<file path="src/rtl/sesc_pkg.sv">
package sesc_pkg;
	// Command codes presented on the command port
	typedef enum logic [3:0] {
		SESC_CMD_NONE = 4'h0,
		SESC_CMD_ESE_WR = 4'h1,
		SESC_CMD_ESE_RD = 4'h2,
		SESC_CMD_ESR_RD = 4'h3,
		SESC_CMD_OPC = 4'h4,
		SESC_CMD_OPC_RD = 4'h5,
		SESC_CMD_PSC_WR = 4'h6,
		SESC_CMD_PSC_RD = 4'h7,
		SESC_CMD_CLS = 4'h8,
		SESC_CMD_SRE_WR = 4'h9,
		SESC_CMD_SRE_RD = 4'hA
	} sesc_cmd_t;
	// Enable bits that carry a function
	localparam logic [7:0] SESC_ESE_USED = 8'hBD;
	// Status byte enable bits that carry a function
	localparam logic [7:0] SESC_SRE_USED = 8'h38;
	// Operation-complete bit position
	localparam int SESC_OPC_BIT = 0;
	// Character placed for operation-complete query
	localparam logic [7:0] SESC_CHAR_ONE = 8'h31;
	// Reset values
	localparam logic [7:0] SESC_ZERO8 = 8'h00;
	// Request carrier
	typedef struct packed {
		sesc_cmd_t cmd;
		logic [7:0] arg;
	} sesc_req_t;
	// Answer carrier
	typedef struct packed {
		logic is_char;
		logic [7:0] value;
	} sesc_rsp_t;
endpackage

</file>
<file path="src/rtl/sesc_nv_store.sv">
`timescale 1ns/100ps
// Non-volatile backing: holds the power-on clear flag; saved enable inputs are unused here.
// The store itself sits outside; this keeps the restored flag and
// the write-back strobe, so the live copy survives a power cycle.
module sesc_nv_store
(
	input wire logic i_ref_clk,
	input wire logic i_rst,
	input wire logic i_nv_psc,
	input wire logic [7:0] i_nv_ese,
	input wire logic [7:0] i_nv_sre,
	input wire logic i_load,
	input wire logic i_psc_wr,
	input wire logic i_psc_val,
	output logic o_psc,
	output logic o_restore,
	output logic o_nv_we
);
	// Live copy of the power-on clear flag
	logic psc_ff;
	// Set for one cycle while the stored image is adopted
	logic restore_ff;
	// Write-back strobe toward the non-volatile store
	logic we_ff;

	// Adopt stored flag after reset release, track writes after
	always_ff @(posedge i_ref_clk or posedge i_rst)
	begin
		if (i_rst)
			psc_ff <= 1'b0;
		else if (i_load)
			psc_ff <= i_nv_psc;
		else if (i_psc_wr)
			psc_ff <= i_psc_val;
	end

	// Restore pulse marks the power-up decision cycle
	always_ff @(posedge i_ref_clk or posedge i_rst)
	begin
		if (i_rst)
			restore_ff <= 1'b0;
		else
			restore_ff <= i_load;
	end

	// Every setting change is written back so it outlives power loss
	always_ff @(posedge i_ref_clk or posedge i_rst)
	begin
		if (i_rst)
			we_ff <= 1'b0;
		else
			we_ff <= i_psc_wr;
	end

	assign o_psc = psc_ff;
	assign o_restore = restore_ff;
	assign o_nv_we = we_ff;
endmodule

</file>
<file path="src/rtl/sesc_top.sv">
`timescale 1ns/100ps
// Common status command executor: event enable, event register,
// operation complete, power-on clear and clear-status.
module sesc_top
(
	input wire logic i_ref_clk,
	input wire logic i_rst,
	input wire logic i_req_valid,
	input wire sesc_pkg::sesc_req_t i_req,
	input wire logic [7:0] i_event_set,
	input wire logic i_nv_psc,
	input wire logic [7:0] i_nv_ese,
	input wire logic [7:0] i_nv_sre,
	output logic o_rsp_valid,
	output sesc_pkg::sesc_rsp_t o_rsp,
	output logic o_nv_we,
	output logic o_nv_psc,
	output logic [7:0] o_nv_ese,
	output logic [7:0] o_nv_sre,
	output logic o_err_clear,
	output logic o_event_summary,
	output logic [7:0] o_sre_used
);
	// Load strobe for the stored image, one cycle after release
	logic load_ff;
	// Whether the load has already happened
	logic loaded_ff;
	// Standard Event enable register
	logic [7:0] std_event_enable_ff;
	// Status Byte enable register
	logic [7:0] sre_ff;
	// Standard Event register
	logic [7:0] event_ff;
	// Next value of the event register
	logic [7:0] nxt_event;
	// Response registers
	logic rsp_valid_ff;
	sesc_pkg::sesc_rsp_t rsp_ff;
	// Error queue clear pulse
	logic err_clr_ff;
	// Summary bit
	logic summary_ff;
	// Nonvolatile write-back strobe for enables
	logic en_we_ff;
	// Decoded setting write strobe
	logic psc_wr;
	// Live power-on clear flag from the flag store
	logic psc_live;
	// One-cycle power-up decision strobe
	logic restore;
	// Write-back request raised by a setting change
	logic psc_we;

	// Setting write decoded once and shared with the flag store
	assign psc_wr = i_req_valid && (i_req.cmd == sesc_pkg::SESC_CMD_PSC_WR);

	// Flag store and power-up restore sequencing
	sesc_nv_store u_nv
	(
		.i_ref_clk(i_ref_clk),
		.i_rst(i_rst),
		.i_nv_psc(i_nv_psc),
		.i_nv_ese(i_nv_ese),
		.i_nv_sre(i_nv_sre),
		.i_load(load_ff),
		.i_psc_wr(psc_wr),
		.i_psc_val(i_req.arg[0]),
		.o_psc(psc_live),
		.o_restore(restore),
		.o_nv_we(psc_we)
	);

	// Single load strobe; a strap-like input is taken after release
	always_ff @(posedge i_ref_clk or posedge i_rst)
	begin
		if (i_rst)
		begin
			load_ff <= 1'b0;
			loaded_ff <= 1'b0;
		end
		else
		begin
			load_ff <= !loaded_ff;
			loaded_ff <= 1'b1;
		end
	end

	// Event enable: power-up decision, then command writes
	always_ff @(posedge i_ref_clk or posedge i_rst)
	begin
		if (i_rst)
			std_event_enable_ff <= sesc_pkg::SESC_ZERO8;
		else if (restore)
		begin
			if (psc_live)
				std_event_enable_ff <= sesc_pkg::SESC_ZERO8;
			else
				std_event_enable_ff <= i_nv_ese;
		end
		else if (i_req_valid && i_req.cmd == sesc_pkg::SESC_CMD_ESE_WR)
			std_event_enable_ff <= i_req.arg;
	end

	// Status byte enable follows the same power-up choice
	always_ff @(posedge i_ref_clk or posedge i_rst)
	begin
		if (i_rst)
			sre_ff <= sesc_pkg::SESC_ZERO8;
		else if (restore)
		begin
			if (psc_live)
				sre_ff <= sesc_pkg::SESC_ZERO8;
			else
				sre_ff <= i_nv_sre;
		end
		else if (i_req_valid && i_req.cmd == sesc_pkg::SESC_CMD_SRE_WR)
			sre_ff <= i_req.arg;
		else if (i_req_valid && i_req.cmd == sesc_pkg::SESC_CMD_CLS)
			sre_ff <= sre_ff;
	end

	// Event register next value; hardware sets win over clears
	always_comb
	begin
		nxt_event = event_ff;
		if (i_req_valid && (i_req.cmd == sesc_pkg::SESC_CMD_CLS
			|| i_req.cmd == sesc_pkg::SESC_CMD_ESR_RD))
			nxt_event = sesc_pkg::SESC_ZERO8;
		nxt_event = nxt_event | i_event_set;
		if (i_req_valid && i_req.cmd == sesc_pkg::SESC_CMD_OPC)
			nxt_event[sesc_pkg::SESC_OPC_BIT] = 1'b1;
	end

	// Event register update
	always_ff @(posedge i_ref_clk or posedge i_rst)
	begin
		if (i_rst)
			event_ff <= sesc_pkg::SESC_ZERO8;
		else
			event_ff <= nxt_event;
	end

	// Summary uses only functional enable bits; spare bits stay silent
	always_ff @(posedge i_ref_clk or posedge i_rst)
	begin
		if (i_rst)
			summary_ff <= 1'b0;
		else
			summary_ff <= |(event_ff & std_event_enable_ff
				& sesc_pkg::SESC_ESE_USED);
	end

	// Query answers, one cycle after the request
	always_ff @(posedge i_ref_clk or posedge i_rst)
	begin
		if (i_rst)
		begin
			rsp_valid_ff <= 1'b0;
			rsp_ff <= '0;
		end
		else
		begin
			rsp_valid_ff <= 1'b0;
			if (i_req_valid)
			begin
				case (i_req.cmd)
					sesc_pkg::SESC_CMD_ESE_RD:
					begin
						// Spare bits read back as written
						rsp_valid_ff <= 1'b1;
						rsp_ff <= {1'b0, std_event_enable_ff};
					end
					sesc_pkg::SESC_CMD_ESR_RD:
					begin
						// Value before the clear of this same read
						rsp_valid_ff <= 1'b1;
						rsp_ff <= {1'b0, event_ff};
					end
					sesc_pkg::SESC_CMD_OPC_RD:
					begin
						rsp_valid_ff <= 1'b1;
						rsp_ff <= {1'b1, sesc_pkg::SESC_CHAR_ONE};
					end
					sesc_pkg::SESC_CMD_PSC_RD:
					begin
						rsp_valid_ff <= 1'b1;
						rsp_ff <= {1'b0, sesc_pkg::SESC_ZERO8[7:1],
							psc_live};
					end
					sesc_pkg::SESC_CMD_SRE_RD:
					begin
						rsp_valid_ff <= 1'b1;
						rsp_ff <= {1'b0, sre_ff};
					end
					default:
						rsp_valid_ff <= 1'b0;
				endcase
			end
		end
	end

	// Clear-status also empties the error queue held elsewhere
	always_ff @(posedge i_ref_clk or posedge i_rst)
	begin
		if (i_rst)
			err_clr_ff <= 1'b0;
		else
			err_clr_ff <= i_req_valid
				&& i_req.cmd == sesc_pkg::SESC_CMD_CLS;
	end

	// Enables are saved on change so setting 0 can restore them
	always_ff @(posedge i_ref_clk or posedge i_rst)
	begin
		if (i_rst)
			en_we_ff <= 1'b0;
		else
			en_we_ff <= i_req_valid
				&& (i_req.cmd == sesc_pkg::SESC_CMD_ESE_WR
				|| i_req.cmd == sesc_pkg::SESC_CMD_SRE_WR);
	end

	// Outputs come straight from flip-flops, except o_nv_we (an OR of two strobes); the masked view is an AND
	assign o_rsp_valid = rsp_valid_ff;
	assign o_rsp = rsp_ff;
	assign o_nv_we = psc_we | en_we_ff;
	assign o_nv_psc = psc_live;
	assign o_nv_ese = std_event_enable_ff;
	assign o_nv_sre = sre_ff;
	assign o_err_clear = err_clr_ff;
	assign o_event_summary = summary_ff;
	assign o_sre_used = sre_ff & sesc_pkg::SESC_SRE_USED;
endmodule

</file>
<file path="config.mk">
export PLATFORM = sky130hd
export DESIGN_NAME = sesc_top
export DESIGN_NICKNAME = d
export VERILOG_FILES = /design/src/rtl/sesc_pkg.sv /design/src/rtl/sesc_nv_store.sv /design/src/rtl/sesc_top.sv
export SDC_FILE = /design/constraint.sdc
export NUM_CORES = 1
export LEC_CHECK = 0
export ABC_AREA = 1
export BUFFER_PORTS_ARGS = -buffer_cell sky130_fd_sc_hd__buf_2
export CAP_MARGIN = 15
export CORE_ASPECT_RATIO = 0.5
export CORE_MARGIN = 2
export CORE_UTILIZATION = 45
export CTS_CLUSTER_SIZE = 8
export DETAILED_ROUTE_END_ITERATION = 10
export PLACE_DENSITY = 0.82
export SLEW_MARGIN = 20
export SYNTH_ARGS = -nofsm -noshare
export SYNTH_HDL_FRONTEND = slang
export SYNTH_SLANG_ARGS = --single-unit
</file>
<file path="constraint.sdc">
create_clock -name i_ref_clk -period 2 [get_ports i_ref_clk]
set_clock_uncertainty 0.15 [all_clocks]
set_input_delay 0.3 -clock i_ref_clk [delete_from_list [all_inputs] [get_ports i_ref_clk]]
set_output_delay 0.3 -clock i_ref_clk [all_outputs]
set_load 0.01 [all_outputs]
</file>
==> flow_summary.ini, run 1 <==
[run_status]
status = finished clean

[clock_tree]
cts_root_buf = clkbuf_8
path_clk_slew_ps = 80
postCtsSetupBuffers = 0
cts_resized = 0
cts.sinks = 42
htreeDepth = 2
cts_tree = yes
clockBufferDepth = 2
worstSkewPairLatency_ps = 300
numCtsBuffers = 5

[place]
place_hpwl_mm = 4.27
port_buffers = 72
dp_slack_ps = 274
gp_congestion = 0.876

[critical_path]
crit_arrival_ps = 1570
path_buf_inv = 1
path_class = register to register
cp-end-kind = register
cpPeakStageDelay_ps = 420
critPathMaxFanout = 17
cp_common_cell = o21ai_0
crit_required_ps = 2040
cp-start-kind = register
slowest_stage = dfrtp_1
cp_top_family = flip-flops
path_cells = clkinv_1 > nand3_1 > o21ai_0 > nand2_1 > o21ai_0

[layout]
layout-drive-gt1-share = 0.287
fin_nets = 401
seqCellArea_sq_um = 1050
fillers = 468
multi_input_area_sq_um = 946
area_growth_pct = 23.3
final_common_cell = nand2_1
diodes = 0
layout_common_cells = nand2_1, buf_2, dfrtp_1

[power]
ir_drop_mv = 0.376
power_density_nw_per_um2 = 822
power_mw = 2.27
p_leak_nw = 1.59

[grt]
grt_pass1_wl_mm = 9.11
grt_max_degree = 43
grt_pass1_vias = 1936
gr-usage-all-layers = 0.209
antenna_found_initial = 0
grt-ovfl-total = 0

[timing]
tightest_slew_ps = 523
hold_ws_ps = 39.2
max_freq_ghz = 0.650
setup_slack_ps = 462
finalCritPeriodShare = 0.769
slew_viol_final = 0
fin_crit_ps = 1540
slew-limit-headroom = 0.652
fin_tns_setup_ps = 0
finalHoldViolations = 0
setup_viol = 0
rsz0062_at_grt = no

[route]
viasPerCell = 4.78
detail_route.first_pass.iterations = 4
drt-initial-drc-count = 119
drc_errors = 0
ant_nets = 0
vias = 2065
wl_per_cell_um = 12.8
wl_mm = 5.54

[job]
drv_cap = 0

[synthesis]
synthesis.area_sq_um = 2240
yosysUniqueCellTypes = 30
ys_seq_elements = 42
yosysSeqAreaShare = 0.468
synth_edf_count = 0
ys_warn_count = 0
async_reset_ff_frac = 1.00
yosys.area.top_type = dfrtp_1
synth_top_area_frac = 0.468
syn_area_per_cell_sq_um = 7.74
synth_top_cells_by_area = dfrtp_1, nand2_1, nand3_1, inv_1, o21ai_0
syn_inst = 290
synthFlopType = dfrtp_1

[floorplan]
die_w_um = 104
die_y_um = 53.9
io_pins = 78
core_sq_um = 4860
dieArea_sq_um = 5600
rows = 18
start_util = 0.461

[min_path]
min_path_type = primary input to register
[cells in the mapped netlist (2+ instances only)]
cell type and number:
inv_1 31, nor2_1 9, inv_2 5, nand2_4 2, buf_4 8, a21o_1 3
nand2_1 92, clkbuf_1 4, dfrtp_1 42, nand3_1 33, o21ai_0 21, conb_1 2
o21ai_2 3, a21oi_1 3, nor2_2 3, nand2_2 3, o22ai_1 2, o21bai_1 4
nand4_1 8, buf_6 2
[sequential cells by signal, summed over array words and instances (netlist names)]
register	cells
o_nv_sre	8
o_nv_ese	8
en_we_ff	1
o_rsp	9
loaded_ff	1
o_event_summary	1
event_ff	8
load_ff	1
u_nv.o_restore	1
u_nv.o_psc	1
u_nv.o_nv_we	1
o_err_clear	1
o_rsp_valid	1
[area by class of cell]
class | instances | area share
Sequential cell | 42 | 0.380
Multi-Input combinational cell | 198 | 0.342
Timing Repair Buffer | 76 | 0.142
Inverter | 38 | 0.0525
Tap cell | 70 | 0.0317
Clock buffer | 6 | 0.0299
Clock inverter | 2 | 0.0217
[repair_timing]
action / CTS / global route
setup endpoints to repair: 0 / 0
endpoints found under the hold margin: 24 / 0
hold buffers: 1 / 0
[path summary, 6_finish.rpt]
path / startpoint / endpoint / slack, ps / cells past startpoint
max: u_nv.o_psc / o_nv_ese[4] / 460 / 5
min: i_event_set[6] / event_ff[6] / 40 / 2
max reg2reg: u_nv.o_psc / o_nv_ese[4] / 460 / 5
min reg2reg: loaded_ff / load_ff / 250 / 1
max in group asynchronous: i_rst / o_nv_ese[5] / 800 / 4
min in group asynchronous: i_rst / o_rsp[8] / 540 / 4
[cells by family after synthesis]
logic type	share of synthesized area
buffers and inverters	0.117
and+or+nand+nor	0.306
AOI/OAI and AO/OA	0.105
DFF	0.468
other	0.00335
[report_power, final]
| part | total [mW] | internal, mW | leakage (nW) | switching [mW] |
|---|---|---|---|---|
| Sequential | 1.01 | 0.938 | 0.503 | 0.0676 |
| Combinational | 0.443 | 0.174 | 1.02 | 0.268 |
| Clock | 0.825 | 0.532 | 0.0714 | 0.292 |
[stage by stage]
step	util	instance area [sq um]	cells
finish	0.568	2770	432
global route	0.568	2770	432
CTS	0.568	2770	432
detailed placement	0.537	2610	423
global placement	0.537	2610	423
floorplan	-	2260	294
[per-layer routing]
layer | vias up | routed length [um] | track usage
li1 | 1051 | - | -
met1 | 942 | 2670 | 0.291
met2 | 64 | 2520 | 0.339
met3 | 8 | 294 | 0.0400
met4 | 0 | 63 | 0.0698
met5 | - | 0 | 0
[worst reg2reg max path, cell delays in order, from the launching register on]
cell and delay (ps):
dfrtp_1 420, clkinv_1 380, nand3_1 190, o21ai_0 120
nand2_1 90, o21ai_0 70
Note: power is estimated with default switching activity, not from simulation.
==> run 2: changes to the inputs <==
--- a/config.mk
+++ b/config.mk
@@ -13,7 +13,7 @@
 export CORE_UTILIZATION = 45
 export CTS_CLUSTER_SIZE = 8
 export DETAILED_ROUTE_END_ITERATION = 10
-export PLACE_DENSITY = 0.82
+export PLACE_DENSITY = 0.85
 export SLEW_MARGIN = 20
 export SYNTH_ARGS = -nofsm -noshare
 export SYNTH_HDL_FRONTEND = slang
==> constraint.sdc (replaced) <==
create_clock -name i_ref_clk -period 1.2 [get_ports i_ref_clk]
set_clock_uncertainty 0.15 [all_clocks]
set_input_delay 0.18 -clock i_ref_clk [delete_from_list [all_inputs] [get_ports i_ref_clk]]
set_output_delay 0.18 -clock i_ref_clk [all_outputs]
set_load 0.01 [all_outputs]
==> flow_summary.ini, run 2 (same netlist as run 1, synthesis figures left out) <==
[power]
power_density_nw_per_um2 = 1140
power_mw = 3.85
ir_drop_mv = 0.595
p_leak_nw = 1.86

[floorplan]
rows = 18
core_sq_um = 4860
die_y_um = 53.9
io_pins = 78
die_w_um = 104
start_util = 0.461
dieArea_sq_um = 5600

[layout]
fillers = 347
layout_common_cells = nand2_1, buf_2, dfrtp_1
largest_reg_flops = 9
diodes = 0
final_area_sq_um = 3380
stdcell_count = 478
layout-drive-gt1-share = 0.426
final_common_cell = nand2_1
fin_util = 0.695
area_growth_pct = 50.8
fin_nets = 447

[timing]
hold_ws_ps = 52.6
max_freq_ghz = 0.746
finalCritPeriodShare = 1.12
slew_viol_final = 0
setup_slack_ps = -141
finalHoldViolations = 0
setup_viol = 22
fin_tns_setup_ps = -722
fin_crit_ps = 1340
rsz0062_at_grt = yes

[route]
detail_route.first_pass.iterations = 5
drt-initial-drc-count = 155
viasPerCell = 5.26
wl_per_cell_um = 15.8
wl_mm = 7.55
ant_nets = 0
drc_errors = 0
vias = 2512

[grt]
antenna_found_initial = 0
gr-usage-met1 = 0.294
grt_pass1_vias = 2117
grt-ovfl-total = 0
use_met2 = 0.398
gr-usage-all-layers = 0.229
busiest_layer = met2
grt_pass1_wl_mm = 9.94
gr-usage-met3 = 0.0496
grt_max_degree = 40

[critical_path]
path_class = register to output pin
reg2reg_depth = 5
path_cells = or2_4 > buf_6
cp-end-kind = output pin
cp.depth = 2
cpPeakStageDelay_ps = 380
critPathMaxFanout = 1
crit_required_ps = 870
cp_top_family = flip-flops
cp-start-kind = register
crit_arrival_ps = 1010
path_buf_inv = 1
slowest_stage = dfrtp_1

[clock_tree]
cts_tree = yes
path_clk_slew_ps = 80
worstSkewPairLatency_ps = 300
cts.sinks = 42
clockBufferDepth = 2
cts_root_buf = clkbuf_8
numCtsBuffers = 5
htreeDepth = 2

[min_path]
worstHoldPathCells = 2
min_path_type = primary input to register

[run_status]
violations = setup timing
status = finished with violations

[place]
gp_congestion = 0.947
place_inst = 445
postPlaceCellArea_sq_um = 2810
place_hpwl_mm = 4.38
port_buffers = 72
dp_slack_ps = -194

[job]
drv_cap = 0
-- run 2: routing by layer --
metal / share of wire / vias to the layer above
li1: - / 1151
met1: 0.41 / 1188
met5: 0 / -
met3: 0.075 / 37
met4: 0.037 / 0
met2: 0.48 / 136
-- run 2: path summary, 6_finish.rpt --
kind,start,end,slack [ps]
worst min register to register,loaded_ff,load_ff,250
min in group asynchronous,i_rst,u_nv.o_nv_we,180
max in group asynchronous,i_rst,o_nv_ese[0],310
worst max register to register,u_nv.o_restore,o_nv_ese[5],-90
worst max-delay path,u_nv.o_nv_we,o_nv_we,-140
worst min-delay path,i_req[9],en_we_ff,50
-- run 2: report_power, final --
| part | internal, mW | switching, mW | leakage, nW |
|---|---|---|---|
| clock network | 0.623 | 0.490 | 0.0524 |
| logic | 0.471 | 0.588 | 1.30 |
| registers | 1.56 | 0.117 | 0.501 |
| total | 2.66 | 1.19 | 1.86 |
-- run 2: area by class of cell --
type                       count  area, sq um  area share
clock buffer                   7         76.3      0.0226
clock inverter                 1         30.0     0.00888
inverter                      38          156      0.0462
multi-input combinational    198         1130       0.334
sequential                    42         1050       0.311
tap                           70         87.6      0.0259
timing repair buffer         122          850       0.251
-- run 2: repair_timing --
item,CTS,global route
resized for setup,8,60
gates cloned,0,3
hold endpoints to repair,51,0
pin swaps,0,13
setup endpoints to repair,9,34
buffers inserted,3,8
hold buffers,11,0
